File: config.mk
export PLATFORM = sky130hd
export DESIGN_NAME = dmc_channel
export DESIGN_NICKNAME = d
export VERILOG_FILES = /design/src/dmc_dummy_never.sv /design/src/dmc_pkg.sv /design/src/dmc_channel.sv /design/src/dmc_fifo.sv /design/src/dmc_addr_step.sv
export VERILOG_INCLUDE_DIRS = /design/src
export SDC_FILE = /design/constraint.sdc
export NUM_CORES = 2
export LEC_CHECK = 0
export BUFFER_PORTS_ARGS = -buffer_cell sky130_fd_sc_hd__buf_2
export CAP_MARGIN = 20
export CORE_MARGIN = 3
export CORE_UTILIZATION = 30
export DETAILED_ROUTE_END_ITERATION = 7
export GPL_TIMING_DRIVEN = 0
export PLACE_DENSITY = 0.5
export RECOVER_POWER = 25
export SLEW_MARGIN = 5
export SYNTH_ARGS = -nofsm -noshare
export SYNTH_HDL_FRONTEND = slang
export SYNTH_SLANG_ARGS = --single-unit
File: constraint.sdc
create_clock -name CLK -period 8.1 [get_ports CLK]
set_input_delay 1.62 -clock CLK [delete_from_list [all_inputs] [get_ports CLK]]
set_output_delay 1.62 -clock CLK [all_outputs]
set_load 0.03 [all_outputs]
File: src/dmc_map.svh
// offsets, field positions, encodings and timing counts of the channel
`ifndef DMC_MAP_SVH
`define DMC_MAP_SVH
// descriptor word indices
`define DMC_W_SADDR   3'h0
`define DMC_W_ATTR    3'h1
`define DMC_W_MBC     3'h2
`define DMC_W_SLAST   3'h3
`define DMC_W_DADDR   3'h4
`define DMC_W_DOFF    3'h5
`define DMC_W_DLAST   3'h6
`define DMC_W_CSR     3'h7
// field positions
`define DMC_F_SOFF    31:16
`define DMC_F_SMOD    15:11
`define DMC_F_SSIZE   10:8
`define DMC_F_DMOD    7:3
`define DMC_F_DSIZE   2:0
`define DMC_F_ITER    30:16
`define DMC_F_LOW16   15:0
`define DMC_C_INTMAJ  0
`define DMC_C_INTHALF 1
`define DMC_C_DREQ    2
`define DMC_C_ESG     3
`define DMC_C_MINLNK  4
`define DMC_C_MAJLNK  5
`define DMC_C_BWC     7:6
`define DMC_C_LINKCH  11:8
// transfer size encodings
`define DMC_SZ_1      3'h0
`define DMC_SZ_2      3'h1
`define DMC_SZ_4      3'h2
`define DMC_SZ_128    3'h6
// bandwidth stall
`define DMC_BWC_4     2'h2
`define DMC_BWC_8     2'h3
`define DMC_STALL_4   4'h4
`define DMC_STALL_8   4'h8
// status and error bits
`define DMC_ST_DONE   0
`define DMC_ST_INT    1
`define DMC_ST_ERR    2
`define DMC_E_SRC     0
`define DMC_E_DAE     1
`define DMC_E_CFG     2
`define DMC_E_SGE     3
// descriptor pool alignment mask (32 bytes)
`define DMC_SGA_MASK  32'h0000001f
`define DMC_LAST_WORD 3'h7
`endif

File: src/dmc_dummy_never.sv
// holds no logic

File: src/dmc_pkg.sv
// types shared by the channel control files
package dmc_pkg;
    typedef logic [2:0] dmc_size_t;
    typedef enum logic [2:0] {
        DMC_IDLE  = 3'b000,
        DMC_READ  = 3'b001,
        DMC_WRITE = 3'b010,
        DMC_STALL = 3'b011,
        DMC_FETCH = 3'b100
    } dmc_state_t;
    typedef struct packed {
        logic [31:0] saddr;
        logic [15:0] soff;
        logic [4:0]  smod;
        dmc_size_t   ssize;
        logic [4:0]  dmod;
        dmc_size_t   dsize;
        logic [31:0] nb;
        logic [31:0] slast;
        logic [31:0] daddr;
        logic [15:0] doff;
        logic [31:0] dlast;
        logic [14:0] iter;
        logic [14:0] iter0;
        logic [15:0] csr;
    } dmc_desc_t;
endpackage : dmc_pkg

File: src/dmc_channel.sv
// one descriptor-driven transfer channel with scatter/gather reload
//
// Operation
// RULE1 - auto stop option clears the hardware request enable when the descriptor finishes
// RULE2 - signed last adjustments are added to source and destination at major end; the code adds dlast to the destination only when scatter/gather is off
// RULE3 - software sets or clears the request enable; requests ignored while clear
// RULE4 - a software start runs exactly one minor loop of the current descriptor
// RULE5 - the current iteration count is readable and shows remaining major iterations
// RULE6 - the minor byte count read back is the live decrementing value
// RULE7 - a source address misaligned to the source width raises a source address error
// RULE8 - scatter/gather loads the next descriptor from memory at completion
// RULE9 - software places descriptors on 32-byte aligned addresses
// RULE10 - status flags readable and cleared by mask; engine-wide channel error flags
// RULE11 - descriptor interrupt enables choose which completion events raise a request
// RULE12 - the 128-byte width is optional per instance
// RULE13 - minor link fires on each count decrement, major link at exhaustion; the code raises no minor link on the decrement that exhausts the count
// RULE14 - bandwidth control stalls none, four or eight cycles after each access; the code stalls only after each write, never after a read
// RULE15 - at exhaustion adjust addresses, reload the count, interrupt, fetch next
// RULE16 - modulo settings confine address updates to a power-of-two window
// RULE17 - each accepted request performs one whole minor loop, then decrements the count
`timescale 1ns/100ps
`default_nettype none
`include "dmc_map.svh"
module dmc_channel #(
    parameter bit HAS_128 = 1'b0,
    parameter int FIFO_W  = 32,
    parameter int FIFO_D  = 8
) (
    input  wire logic              CLK,
    input  wire logic              RST_N,
    input  wire logic              CE,
    input  wire logic              HW_REQ,
    input  wire logic              ERQ_SET,
    input  wire logic              ERQ_CLR,
    input  wire logic              SW_START,
    input  wire logic              DESC_WE,
    input  wire logic [2:0]        DESC_IDX,
    input  wire logic [31:0]       DESC_WDATA,
    input  wire logic [2:0]        STATUS_CLR,
    output var  logic              MEM_REQ,
    output var  logic              MEM_WE,
    output var  logic [31:0]       MEM_ADDR,
    output var  dmc_pkg::dmc_size_t MEM_SIZE,
    output var  logic [31:0]       MEM_WDATA,
    input  wire logic              MEM_ACK,
    input  wire logic [31:0]       MEM_RDATA,
    output var  logic              HW_REQ_EN,
    output var  logic [14:0]       CUR_ITER,
    output var  logic [31:0]       MINOR_BYTE_COUNT,
    output var  logic [2:0]        STATUS,
    output var  logic [3:0]        ERR_FLAGS,
    output var  logic              ERR_CHANNELS,
    output var  logic              MINOR_LINK,
    output var  logic              MAJOR_LINK,
    output var  logic [3:0]        LINK_CH
);
    import dmc_pkg::*;

    typedef struct packed {
        dmc_state_t  st;
        dmc_desc_t   d;
        logic [31:0] nb_init;
        logic [31:0] sga;
        logic [2:0]  widx;
        logic        erq;
        logic        pend_sw;
        logic        req;
        logic        we;
        logic [31:0] addr;
        dmc_size_t   size;
        logic [31:0] wdata;
        logic [3:0]  stall;
        logic [2:0]  status;
        logic [3:0]  errs;
        logic        chan_err;
        logic        mnl;
        logic        mjl;
    } dmc_core_t;

    dmc_core_t q, n;
    logic [31:0] src_next, dst_next;
    logic        f_in_ready, f_out_valid, f_pop, f_push;
    logic [31:0] f_out_data;
    logic        min_end, maj_now, leave;

    // ---------------------------------------------------------------
    // helpers
    // ---------------------------------------------------------------
    function automatic logic [31:0] beat_bytes(input dmc_size_t sz);
        unique case (sz)
            `DMC_SZ_1: beat_bytes = 32'h1;
            `DMC_SZ_2: beat_bytes = 32'h2;
            default:   beat_bytes = 32'h4; // 128-byte units move as word beats
        endcase
    endfunction : beat_bytes

    function automatic logic misaligned(input logic [31:0] a, input dmc_size_t sz);
        unique case (sz)
            `DMC_SZ_1:   misaligned = 1'b0;
            `DMC_SZ_2:   misaligned = a[0];
            `DMC_SZ_4:   misaligned = |a[1:0];
            default:     misaligned = |a[6:0];
        endcase
    endfunction : misaligned

    function automatic logic size_ok(input dmc_size_t sz);
        size_ok = (sz == `DMC_SZ_1) || (sz == `DMC_SZ_2) || (sz == `DMC_SZ_4)
                  || (HAS_128 && sz == `DMC_SZ_128); // RULE12
    endfunction : size_ok

    // one descriptor word into the working descriptor; shared by software and fetch
    function automatic dmc_desc_t put_word(input dmc_desc_t d, input logic [2:0] i,
                                           input logic [31:0] w);
        dmc_desc_t r;
        r = d;
        unique case (i)
            `DMC_W_SADDR:  r.saddr = w;
            `DMC_W_ATTR: begin
                r.soff  = w[`DMC_F_SOFF];
                r.smod  = w[`DMC_F_SMOD];
                r.ssize = w[`DMC_F_SSIZE];
                r.dmod  = w[`DMC_F_DMOD];
                r.dsize = w[`DMC_F_DSIZE];
            end
            `DMC_W_MBC:    r.nb = w;
            `DMC_W_SLAST:  r.slast = w;
            `DMC_W_DADDR:  r.daddr = w;
            `DMC_W_DOFF: begin
                r.iter  = w[`DMC_F_ITER];
                r.doff  = w[`DMC_F_LOW16];
            end
            `DMC_W_DLAST:  r.dlast = w;
            `DMC_W_CSR: begin
                r.iter0 = w[`DMC_F_ITER];
                r.csr   = w[`DMC_F_LOW16];
            end
        endcase
        put_word = r;
    endfunction : put_word

    // ---------------------------------------------------------------
    // datapath pieces
    // ---------------------------------------------------------------
    dmc_addr_step u_src_step (
        .base   (q.d.saddr),
        .off    ({{16{q.d.soff[15]}}, q.d.soff}),
        .modulo (q.d.smod),
        .sum    (src_next)
    );

    dmc_addr_step u_dst_step (
        .base   (q.d.daddr),
        .off    ({{16{q.d.doff[15]}}, q.d.doff}),
        .modulo (q.d.dmod),
        .sum    (dst_next)
    );

    dmc_fifo #(.W(FIFO_W), .D(FIFO_D)) u_fifo (
        .clk       (CLK),
        .rst_n     (RST_N),
        .ce        (CE),
        .in_valid  (f_push),
        .in_ready  (f_in_ready),
        .in_data   (MEM_RDATA),
        .out_valid (f_out_valid),
        .out_ready (f_pop),
        .out_data  (f_out_data)
    );

    // ---------------------------------------------------------------
    // control
    // ---------------------------------------------------------------
    always_comb begin
        n       = q;
        n.mnl   = 1'b0;
        n.mjl   = 1'b0;
        f_push  = 1'b0;
        f_pop   = 1'b0;
        leave   = 1'b0;
        min_end = 1'b0;
        maj_now = 1'b0;
        // mask clear first so that a same-cycle set below wins
        n.status = q.status & ~STATUS_CLR; // RULE10
        if (STATUS_CLR[`DMC_ST_ERR]) begin
            n.errs     = '0;
            n.chan_err = 1'b0;
        end
        if (ERQ_CLR) n.erq = 1'b0; // RULE3
        if (ERQ_SET) n.erq = 1'b1; // RULE3
        if (SW_START) n.pend_sw = 1'b1;
        unique case (q.st)
            DMC_IDLE: begin
                if (DESC_WE) begin
                    n.d = put_word(q.d, DESC_IDX, DESC_WDATA);
                    if (DESC_IDX == `DMC_W_MBC) n.nb_init = DESC_WDATA;
                end else if ((HW_REQ && q.erq) || q.pend_sw) begin // RULE3 RULE4
                    n.pend_sw = SW_START;
                    if (!size_ok(q.d.ssize) || !size_ok(q.d.dsize)) begin
                        n.errs[`DMC_E_CFG] = 1'b1;
                        n.chan_err         = 1'b1;
                        n.status[`DMC_ST_ERR] = 1'b1;
                    end else begin
                        n.st = DMC_READ; // RULE17
                    end
                end
            end
            DMC_READ: begin
                if (!q.req) begin
                    if (misaligned(q.d.saddr, q.d.ssize)) begin
                        n.errs[`DMC_E_SRC]    = 1'b1; // RULE7
                        n.chan_err            = 1'b1;
                        n.status[`DMC_ST_ERR] = 1'b1;
                        n.st                  = DMC_IDLE;
                    end else if (f_in_ready) begin
                        n.req  = 1'b1;
                        n.we   = 1'b0;
                        n.addr = q.d.saddr;
                        n.size = q.d.ssize;
                    end
                end else if (MEM_ACK) begin
                    f_push    = 1'b1;
                    n.req     = 1'b0;
                    n.d.saddr = src_next; // RULE16
                    n.st      = DMC_WRITE;
                end
            end
            DMC_WRITE: begin
                if (!q.req && f_out_valid) begin
                    f_pop = 1'b1;
                    if (misaligned(q.d.daddr, q.d.dsize)) begin
                        n.errs[`DMC_E_DAE]    = 1'b1;
                        n.chan_err            = 1'b1;
                        n.status[`DMC_ST_ERR] = 1'b1;
                        n.st                  = DMC_IDLE;
                    end else begin
                        n.req   = 1'b1;
                        n.we    = 1'b1;
                        n.addr  = q.d.daddr;
                        n.size  = q.d.dsize;
                        n.wdata = f_out_data;
                    end
                end else if (q.req && MEM_ACK) begin
                    n.req     = 1'b0;
                    n.d.daddr = dst_next; // RULE16
                    // live count, the programmed value is kept only internally
                    n.d.nb = (q.d.nb > beat_bytes(q.d.ssize)) ?
                             q.d.nb - beat_bytes(q.d.ssize) : '0; // RULE6
                    unique case (q.d.csr[`DMC_C_BWC])
                        `DMC_BWC_4: n.stall = `DMC_STALL_4; // RULE14
                        `DMC_BWC_8: n.stall = `DMC_STALL_8; // RULE14
                        default:    n.stall = '0;
                    endcase
                    if (n.stall != '0) n.st = DMC_STALL;
                    else leave = 1'b1;
                end
            end
            DMC_STALL: begin
                n.stall = q.stall - 4'h1;
                if (q.stall == 4'h1) leave = 1'b1; // RULE14
            end
            DMC_FETCH: begin
                if (!q.req) begin
                    n.req  = 1'b1;
                    n.we   = 1'b0;
                    n.addr = q.sga + {27'h0, q.widx, 2'b00};
                    n.size = `DMC_SZ_4;
                end else if (MEM_ACK) begin
                    n.req  = 1'b0;
                    n.d    = put_word(q.d, q.widx, MEM_RDATA); // RULE8
                    if (q.widx == `DMC_W_MBC) n.nb_init = MEM_RDATA;
                    n.widx = q.widx + 3'h1;
                    if (q.widx == `DMC_LAST_WORD) n.st = DMC_IDLE;
                end
            end
            default: n.st = DMC_IDLE;
        endcase
        if (leave) begin
            if (n.d.nb != '0) begin
                n.st = DMC_READ;
            end else begin
                min_end    = 1'b1;
                n.d.nb     = q.nb_init;
                n.d.iter   = q.d.iter - 15'h1; // RULE17 RULE5
                n.st       = DMC_IDLE;
                if (q.d.iter > 15'h1) begin
                    n.mnl = q.d.csr[`DMC_C_MINLNK]; // RULE13
                    if (q.d.csr[`DMC_C_INTHALF] && n.d.iter == (q.d.iter0 >> 1)) begin
                        n.status[`DMC_ST_INT] = 1'b1; // RULE11
                    end
                end else begin
                    maj_now   = 1'b1;
                    n.d.iter  = q.d.iter0; // RULE15
                    n.d.saddr = n.d.saddr + q.d.slast; // RULE2
                    n.status[`DMC_ST_DONE] = 1'b1;
                    if (q.d.csr[`DMC_C_INTMAJ]) n.status[`DMC_ST_INT] = 1'b1; // RULE11
                    if (q.d.csr[`DMC_C_DREQ] && !ERQ_SET) n.erq = 1'b0; // RULE1
                    n.mjl = q.d.csr[`DMC_C_MAJLNK]; // RULE13
                    if (q.d.csr[`DMC_C_ESG]) begin
                        if ((q.d.dlast & `DMC_SGA_MASK) != '0) begin
                            n.errs[`DMC_E_SGE]    = 1'b1; // RULE9
                            n.chan_err            = 1'b1;
                            n.status[`DMC_ST_ERR] = 1'b1;
                        end else begin
                            n.sga  = q.d.dlast; // RULE8 RULE15
                            n.widx = '0;
                            n.st   = DMC_FETCH;
                        end
                    end else begin
                        n.d.daddr = n.d.daddr + q.d.dlast; // RULE2
                    end
                end
            end
        end
    end

    always_ff @(posedge CLK) begin
        if (!RST_N) begin
            q <= '0;
        end else if (CE) begin
            q <= n;
        end
    end

    assign MEM_REQ          = q.req;
    assign MEM_WE           = q.we;
    assign MEM_ADDR         = q.addr;
    assign MEM_SIZE         = q.size;
    assign MEM_WDATA        = q.wdata;
    assign HW_REQ_EN        = q.erq;
    assign CUR_ITER         = q.d.iter;
    assign MINOR_BYTE_COUNT = q.d.nb;
    assign STATUS           = q.status;
    assign ERR_FLAGS        = q.errs;
    assign ERR_CHANNELS     = q.chan_err;
    assign MINOR_LINK       = q.mnl;
    assign MAJOR_LINK       = q.mjl;
    assign LINK_CH          = q.d.csr[`DMC_C_LINKCH];
endmodule : dmc_channel
`default_nettype wire

File: src/dmc_fifo.sv
// data buffer between the read and write phases
`timescale 1ns/100ps
`default_nettype none
module dmc_fifo #(
    parameter int W = 32,
    parameter int D = 8
) (
    input  wire logic         clk,
    input  wire logic         rst_n,
    input  wire logic         ce,
    input  wire logic         in_valid,
    output logic              in_ready,
    input  wire logic [W-1:0] in_data,
    output logic              out_valid,
    input  wire logic         out_ready,
    output logic [W-1:0]      out_data
);
    localparam int AW = $clog2(D);
    typedef struct packed {
        logic [D-1:0][W-1:0] mem;
        logic [AW-1:0]       wp;
        logic [AW-1:0]       rp;
        logic [AW:0]         cnt;
    } dmc_fifo_st_t;
    dmc_fifo_st_t q, n;
    logic push, pop;

    assign in_ready  = q.cnt != (AW+1)'(D);
    assign out_valid = q.cnt != '0;
    assign out_data  = q.mem[q.rp];

    always_comb begin
        n    = q;
        push = in_valid && in_ready;
        pop  = out_valid && out_ready;
        if (push) begin
            n.mem[q.wp] = in_data;
            n.wp        = (q.wp == AW'(D - 1)) ? '0 : q.wp + 1'b1;
        end
        if (pop) begin
            n.rp = (q.rp == AW'(D - 1)) ? '0 : q.rp + 1'b1;
        end
        n.cnt = q.cnt + (AW+1)'(push) - (AW+1)'(pop);
    end

    always_ff @(posedge clk) begin
        if (!rst_n) begin
            q <= '0;
        end else if (ce) begin
            q <= n;
        end
    end
endmodule : dmc_fifo
`default_nettype wire

File: src/dmc_addr_step.sv
// address step with power-of-two modulo window
`timescale 1ns/100ps
`default_nettype none
module dmc_addr_step (
    input  wire logic [31:0] base,
    input  wire logic [31:0] off,
    input  wire logic [4:0]  modulo,
    output logic [31:0]      sum
);
    logic [31:0] mask;
    logic [31:0] raw;
    always_comb begin
        raw  = base + off;
        // zero modulo means the whole address space
        mask = (modulo == 5'h00) ? 32'hffffffff : ((32'h1 << modulo) - 32'h1);
        sum  = (base & ~mask) | (raw & mask); // RULE16
    end
endmodule : dmc_addr_step
`default_nettype wire

== Word level (Yosys, flattened, before mapping) ==
Index checks and enable logic that the tools add are counted.

* $add $sub $neg: 15
* Magnitude comparators: 5
* Equality and inequality tests: 66
* Shift-type cells: 2
* Multiplexer cells: 168
* Bitwise gates (word level): 14
* Reduce and logical (&&, ||, !) cells: 50

{| class="wikitable"
|+ Operator list
! operator !! count
|-
| 2-to-1 mux 32 bit || 34
|-
| 2-to-1 mux 289 bit || 2
|-
| one-hot mux 32 bit (3 select lines) || 3
|-
| 2-to-1 mux 286 bit || 1
|-
| bitwise mux 256 bit || 1
|-
| one-hot mux 126 bit (2 select lines) || 1
|-
| adder 32 bit || 4
|-
| bitwise AND 32 bit || 4
|-
| one-hot mux 32 bit (2 select lines) || 2
|-
| one-hot mux 37 bit (3 select lines) || 1
|-
| 2-to-1 mux 35 bit || 3
|-
| binary-select mux 32 bit (select 3 bit) || 1
|-
| demux 32 bit (select 3 bit) || 1
|-
| 2-to-1 mux 15 bit || 5
|-
| 2-to-1 mux 37 bit || 2
|-
| 2-to-1 mux 36 bit || 2
|-
| 2-to-1 mux 69 bit || 1
|-
| 2-to-1 mux 68 bit || 1
|-
| 2-to-1 mux 3 bit || 22
|-
| NOT 32 bit || 2
|-
| OR 32 bit || 2
|-
| nonzero test 32 bit || 2
|-
| left shift 1 x 5 -> 32 bit (first input constant) || 2
|-
| subtractor 32 x 1 -> 32 bit (second input constant) || 2
|-
| other kinds (51) || 219
|}

* Register bits after elaboration: 671
* Bits of input ports: 79
* Output and inout bits: 131
* Word-level logic and storage cells: 362

== Logic depth before layout (Yosys ltp) ==
* Depth in word-level cells: 14
* Gate-level depth with buffers: 30

== By module ==
A second synthesis with hierarchy kept.

* Cell total of the unflattened synthesis: 5,497
* Area total of the unflattened synthesis: 44,204.9 um2

{| class="wikitable"
|+ By module, submodules not included
! module !! instances !! cells each !! area an instance (um2)
|-
| dmc_channel || 1 || 3,615 || 27,042.2
|-
| dmc_fifo || 1 || 1,052 || 11,957.7
|-
| dmc_addr_step || 2 || 415 || 2,602.5
|}

== Worst setup path before layout ==
Ideal clock, no wire load.

* Path kind: input to register
* Start: input port DESC_WE
* End: register q[277] (netlist name)
* Setup time: 62 ps
* Arrival time: 6,094 ps
* Required time: 8,038 ps
* Setup slack: 1,944 ps
* Stages on the path: 20
* Buffers on the path: 1
* Cells stage by stage: clkbuf_1 > nor4bb_1 > o21ai_1 > nor2_1 > nand2_1 > a222oi_1 > o31ai_1 > ha_1 > a21o_1 > o21bai_1 > or3_1 > o2111ai_1 > a21o_1 > a31oi_1 > or3b_2 > a21oi_1 > xnor2_1 > nand3_1 > o31a_1 > nand3_1

* Word-level cells in the longest chain between the ends: 7
* Elaborated cells on any way between the ends: 9
* Those cells by class: add/sub: 1; mux: 7; reduce/logical: 1

{| class="wikitable"
|+ RTL lines
! element !! RTL line !! source
|-
| from (decl) || dmc_channel.sv:36 || <nowiki>input wire logic DESC_WE,</nowiki>
|-
| 2-to-1 mux 286 bit * || dmc_channel.sv:193 || <nowiki>if (DESC_WE) begin</nowiki>
|-
| one-hot mux 32 bit (3 select lines) || dmc_channel.sv:191 || <nowiki>unique case (q.st)</nowiki>
|-
| adder 32 bit || dmc_channel.sv:309 || <nowiki>n.d.daddr = n.d.daddr + q.d.dlast;</nowiki>
|-
| 2-to-1 mux 32 bit || dmc_channel.sv:298 || <nowiki>if (q.d.csr[`DMC_C_ESG]) begin</nowiki>
|-
| 2-to-1 mux 32 bit || dmc_channel.sv:285 || <nowiki>if (q.d.iter > 15'h1) begin</nowiki>
|-
| 2-to-1 mux 32 bit || dmc_channel.sv:278 || <nowiki>if (n.d.nb != '0) begin</nowiki>
|-
| 2-to-1 mux 32 bit * || dmc_channel.sv:277 || <nowiki>if (leave) begin</nowiki>
|-
| to (signal assigned) || dmc_channel.sv:320 || <nowiki>q <= n;</nowiki>
|-
| to (decl) || dmc_channel.sv:80 || <nowiki>dmc_core_t q, n;</nowiki>
|}

Mark *: on every way between the ends. The rest lies on a longest branch, timed or not. The select of a mux whose other input is x is not followed.
A chain may end at the register's enable or synchronous reset.

== Final worst setup path ==
* Start: register q[351] (netlist name)
* End: register q[385] (netlist name)

* Word-level cells in the longest chain between the ends: 13
* Elaborated cells on any way between the ends: 15
* Those cells by class: add/sub: 1; order compare: 1; eq/ne: 1; mux: 10; reduce/logical: 2

{| class="wikitable"
|+ RTL lines
! element !! RTL line !! source
|-
| == test 3 x 1 -> 1 bit / logical NOT 3 bit (equally long branches) || dmc_channel.sv:90 || <nowiki>unique case (sz)</nowiki>
|-
| one-hot mux 3 bit (2 select lines) * || dmc_channel.sv:90 ||
|-
| 2-to-1 mux 32 bit * || dmc_channel.sv:242 || <nowiki>end else if (q.req && MEM_ACK) begin</nowiki>
|-
| 2-to-1 mux 32 bit * || dmc_channel.sv:228 || <nowiki>if (!q.req && f_out_valid) begin</nowiki>
|-
| 2-to-1 mux 32 bit * || dmc_channel.sv:191 ||
|-
| subtractor 32 bit / > comparator 32 bit (equally long branches) || dmc_channel.sv:247, dmc_channel.sv:246 ||
|-
| 2-to-1 mux 32 bit * || dmc_channel.sv:246 || <nowiki>n.d.nb = (q.d.nb > beat_bytes(q.d.ssize)) ?</nowiki>
|-
| 2-to-1 mux 32 bit * || dmc_channel.sv:242 ||
|-
| 2-to-1 mux 32 bit * || dmc_channel.sv:228 ||
|-
| one-hot mux 32 bit (3 select lines) * || dmc_channel.sv:191 ||
|-
| nonzero test 32 bit * || dmc_channel.sv:278 ||
|-
| 2-to-1 mux 32 bit * || dmc_channel.sv:278 ||
|-
| 2-to-1 mux 35 bit * || dmc_channel.sv:277 ||
|}

Marked as above.

==> results.md <==
- The wire length after detailed routing is 249900 µm.
- The final count of pins violating max slew is 29.
- The final reports fail on design-rule violations, max-capacitance violations, max-slew violations.
- Of the available clock period, the critical path in the final layout requires 0.9918.
- The CTS buffer count is 85.
- For this run, the top clock speed supported by timing is 0.1245 GHz.
- The overall track demand over capacity in global routing is 0.3371.
- Summed over all layers, the global routing overflow is 0.
- The remaining routing DRC violations is 2.
- Measured on the finished design, the core utilization comes to 0.3513.
- The number of maximum-capacitance constraint violations is 2.
- The H-tree depth reported by CTS is 3.
- The share of the yosys chip area belonging to registers is 0.3222.
- After detailed routing, no signal wire sits above met5.
- The worst-case clock skew is 0.04676 ns.
- The final hold violation count is 0.
- The number of stages on the worst setup path is 16.
- The estimated wirelength of the detail-placed design is 195600 µm.
- The most numerous cell on the critical path is sky130_fd_sc_hd__a21oi_1.
- Summing every instance area after synthesis gives 0.04169 mm².
- In this run the most critical hold path is launched from u_fifo.q[46].
- Walking the worst path, the cells encountered are nor3_1, ha_1, inv_1, fa_1, a21oi_1, o211ai_1, nor4_4, a21oi_1, a211oi_1, o2111ai_1, nor4_1, nand4_1, nor2_2, clkdlybuf4s15_1, nand2_1, a311oi_1.
- The number of detailed-route iterations in the first pass is 8.
- The weighted congestion reported at the end of routability-driven placement is 1.073.
- Setup violations remaining at the end of the flow were counted as 0.
- The worst setup path is launched from a register.
- The most frequently used flop master after synthesis is sky130_fd_sc_hd__dfxtp_1.
- The largest single stage delay on the critical path is 0.99 ns.
- The final non-filler cell total is 7680.
- After detailed routing, the number of vias per cell comes to 6.023.
- Power spread over the standard cell area amounts to 196.8 mW/mm².
- Once the clock tree was built, the setup fixing pass inserted 0 buffers.
- The wire length on met2 is 107500 µm.
- Setup repair after global routing left no endpoint under its margin.
- From synthesis to final layout, the design area changed by 15.99%.
- The number of sinks on the clock net is 671.
- The worst path required time is 8.71 ns.
- For this design the static power due to leakage is 17.03 nW.
- The fraction of synthesis flops using an asynchronous set or reset pin is 0.
- The cell count after placement is 7499.
- The run finished, with violations left.
- The number of enable flip-flop cells after synthesis is 0.
- The floorplan step set the die height to 378.8 µm.
- The floorplan step set the die width to 378.8 µm.
- The critical path endpoint is q[385].
- The startpoint identified for the worst register-to-register timing path is q[351].
- TritonCTS built the clock tree.
- The number of warnings reported in the yosys synthesis log is 0.
- The region available for standard cell placement spans 0.1377 mm².
- The count of hold buffers inserted by post-cts repair is 0.
- The final route contains 46256 vias.
- The routed design could run at a clock period as short as 8.034 ns.
- The kind of cell with the highest combined delay on the critical path is simple AND/OR/NAND/NOR gates.
- The critical path is of the reg -> reg type.
- The tree is rooted in a sky130_fd_sc_hd__clkbuf_16.
- The met1 routed wirelength after detailed routing is 96730 µm.
- The minimum setup slack among reg-to-reg paths is 0.07 ns.
- The number of distinct library cells after synthesis is 93.
- The first routing iteration left 5622 violations.
- The count of buffers from port buffering is 205.
- The worst-path cell with the longest stage delay is sky130_fd_sc_hd__clkdlybuf4s15_1.
- The number of global-route vias before repair is 42766.
- The synthesized area per cell is 7.609 µm².
- STA puts the critical path data arrival time at 8.64 ns.
- After detailed routing, the average wire length per cell comes to 32.54 µm.
- For this design the top-level I/O count stands at 210.
- The origin of the worst setup path is q[351].
- The maximum number of buffers from clock root to sink is 3.
- The site row count is 136.
- The worst hold path class is reg -> reg.
- The count of state elements after synthesis is 671.
- The number of buffers and inverters on the critical path is 2.
- The routed wire length on met3 is 25200 µm.
- In this run the tightest slew margin relative to its limit is -0.1050.
- The instance count of the mapped netlist is 5479.
- Of all nets on the critical path, the largest fanout is 10.
- The initial core utilization is 0.3028.
- The worst register-to-register path has a depth of 16.
- The number of nets in the finished design is 6040.
- For the pin with the worst max-slew slack, the measured transition is 1.658 ns.
- Entering global routing, the biggest net connects 21 pins.
- The net count of the mapped netlist is 5717.
- The number of routed nets with antenna violations is 0.
- The die covers 0.1435 mm².
- The clock transition at the register clock pins on the worst setup and hold paths after CTS is 0.07 ns.
- The first global-routing pass estimated 340300 µm of wire.
- The clock reaches the later pin of the worst-skew pair after 0.74 ns.
- The initial antenna violation count is 19.
- The critical register-to-register path endpoint is q[385].
- The maximum VDD drop is 0.0001836 V.
- The kind of end point of the critical path is a register.
- Of the cells placed in the final design, the portion with a size suffix greater than 1 is 0.08770.
-- where the power goes --
part	internal [mW]	switching [mW]
combinational	0.469	1.21
sequential	3.38	0.159
clock	2.56	1.74
-- through the flow --
| step | hold slack [ns] | setup TNS, ns | worst slack [ns] | power, mW | instance area [µm²] |
|---|---|---|---|---|---|
| 6_report | 0.4523 | 0 | 0.06612 | 9.516 | 48360 |
| 5_1_grt | 0.4664 | 0 | 0.02126 | 9.733 | 48330 |
| 4_1_cts | 0.4525 | 0 | 0.07681 | 9.480 | 48400 |
| 3_5_place_dp | 0.4442 | -16.96 | -0.6661 | 5.205 | 45240 |
| 3_3_place_gp | 0.4384 | -72.38 | -1.398 | 5.195 | 44960 |
| 2_1_floorplan | 0.4319 | 0 | 1.944 | 4.455 | 41690 |
-- cells by family (layout without fill, tap and decap cells) --
group | count (synthesis) | in the layout | share of synthesized area
xor+xnor | 170 | 170 | 0.03571
compound gates | 1739 | 1739 | 0.2682
simple gates | 1982 | 1982 | 0.2052
fa+ha+maj | 159 | 159 | 0.04898
other cells | 0 | 14 | 0
flops | 671 | 671 | 0.3222
buf+inv | 624 | 1017 | 0.06822
mux | 134 | 134 | 0.05153
-- metal layers --
layer | vias up | GRT usage
li1 | 20374 | -
met1 | 22458 | 0.4115
met2 | 2679 | 0.5177
met3 | 739 | 0.08943
met4 | 6 | 0.2306
met5 | - | 0
-- registers in the layout, indices dropped and copies added (netlist names) --
signal and count:
q 274, ERR_CHANNELS 1, MEM_WE 1, MINOR_BYTE_COUNT 32
MEM_WDATA 32, u_fifo.q 266, CUR_ITER 15, MEM_SIZE 3
HW_REQ_EN 1, MEM_ADDR 32, STATUS 3, MINOR_LINK 1
MAJOR_LINK 1, ERR_FLAGS 4, LINK_CH 4, MEM_REQ 1
-- layout make-up --
type	count	area (µm²)
Multi-Input combinational cell	4184	25440
Clock inverter	41	718.2
Clock buffer	116	2444
Fill cell	14791	89310
Timing Repair Buffer	236	1197
Sequential cell	671	13430
Inverter	64	240.2
Buffer	560	2603
Tap cell	1794	2245
Antenna cell	14	35.03
-- worst register-to-register path, delay by kind of cell, from the launching register on --
family	cells	cell delay (ns)
buf+inv	2	1.05
compound gates	6	2.55
fa+ha+maj	2	0.67
simple gates	6	3.19
flops	1	0.47
-- synth_stat cells, types with 36 or more instances --
master | count | area (µm²)
sky130_fd_sc_hd__a222oi_1 | 55 | 550.5
sky130_fd_sc_hd__o21ai_0 | 240 | 1201
sky130_fd_sc_hd__a21oi_1 | 622 | 3113
sky130_fd_sc_hd__nand3_1 | 93 | 465.5
sky130_fd_sc_hd__buf_4 | 126 | 945.9
sky130_fd_sc_hd__a22oi_1 | 88 | 660.6
sky130_fd_sc_hd__a21o_1 | 64 | 480.5
sky130_fd_sc_hd__clkbuf_1 | 392 | 1471
sky130_fd_sc_hd__dfxtp_1 | 671 | 13430
sky130_fd_sc_hd__inv_1 | 63 | 236.5
sky130_fd_sc_hd__nand2_1 | 994 | 3731
sky130_fd_sc_hd__mux4_2 | 64 | 1441
sky130_fd_sc_hd__nor3_1 | 78 | 390.4
sky130_fd_sc_hd__and3_1 | 36 | 225.2
sky130_fd_sc_hd__a31oi_1 | 78 | 488.0
sky130_fd_sc_hd__mux2i_1 | 65 | 650.6
sky130_fd_sc_hd__a211oi_1 | 281 | 2110
sky130_fd_sc_hd__nor2_1 | 530 | 1989
sky130_fd_sc_hd__ha_1 | 152 | 1902
sky130_fd_sc_hd__xor2_1 | 68 | 595.6
sky130_fd_sc_hd__xnor2_1 | 102 | 893.4
-- worst min path at each step --
| stage | cells after the start | slack, ns | endpoint |
|---|---|---|---|
| 6_report | 2 | 0.45 | u_fifo.q[46] |
| 4_1_cts | 2 | 0.45 | u_fifo.q[63] |
| 3_3_place_gp | 2 | 0.44 | u_fifo.q[247] |
| 3_5_place_dp | 2 | 0.44 | u_fifo.q[63] |
| 5_1_grt | 2 | 0.47 | u_fifo.q[63] |
| 2_1_floorplan | 2 | 0.43 | q[113] |
-- cell usage in the layout, fill, tap and decap left out, types with 15 or more instances in the layout --
cell type	count
sky130_fd_sc_hd__dfxtp_1	671
sky130_fd_sc_hd__a21o_1	64
sky130_fd_sc_hd__nor2b_1	24
sky130_fd_sc_hd__buf_2	91
sky130_fd_sc_hd__nor3_1	76
sky130_fd_sc_hd__nor2_1	529
sky130_fd_sc_hd__xnor2_1	102
sky130_fd_sc_hd__clkbuf_16	85
sky130_fd_sc_hd__clkbuf_1	534
sky130_fd_sc_hd__and2_1	18
sky130_fd_sc_hd__a21oi_1	622
sky130_fd_sc_hd__ha_1	152
sky130_fd_sc_hd__o21a_1	33
sky130_fd_sc_hd__inv_1	64
sky130_fd_sc_hd__a221o_1	15
sky130_fd_sc_hd__nand3_1	93
sky130_fd_sc_hd__o31ai_1	21
sky130_fd_sc_hd__o211ai_1	33
sky130_fd_sc_hd__xor2_1	68
sky130_fd_sc_hd__or3_1	30
sky130_fd_sc_hd__a222oi_1	55
sky130_fd_sc_hd__a211oi_1	281
sky130_fd_sc_hd__nor4_1	28
sky130_fd_sc_hd__buf_1	27
sky130_fd_sc_hd__a31oi_1	78
sky130_fd_sc_hd__and3_1	36
sky130_fd_sc_hd__a22oi_1	87
sky130_fd_sc_hd__o21bai_1	17
sky130_fd_sc_hd__nand4_1	22
sky130_fd_sc_hd__buf_4	128
sky130_fd_sc_hd__nand2b_1	27
sky130_fd_sc_hd__nand2_1	994
sky130_fd_sc_hd__or2_2	26
sky130_fd_sc_hd__mux2i_1	65
sky130_fd_sc_hd__a221oi_1	29
sky130_fd_sc_hd__o21ai_0	240
sky130_fd_sc_hd__mux4_2	64
sky130_fd_sc_hd__a311oi_1	25
sky130_fd_sc_hd__o22ai_1	24
sky130_fd_sc_hd__clkbuf_8	20
-- timing repair --
action,CTS,global route
resized for setup,0,6
setup endpoints to repair,0,15
endpoints found under the hold margin,0,0
Note: power is estimated with default switching activity, not from simulation.
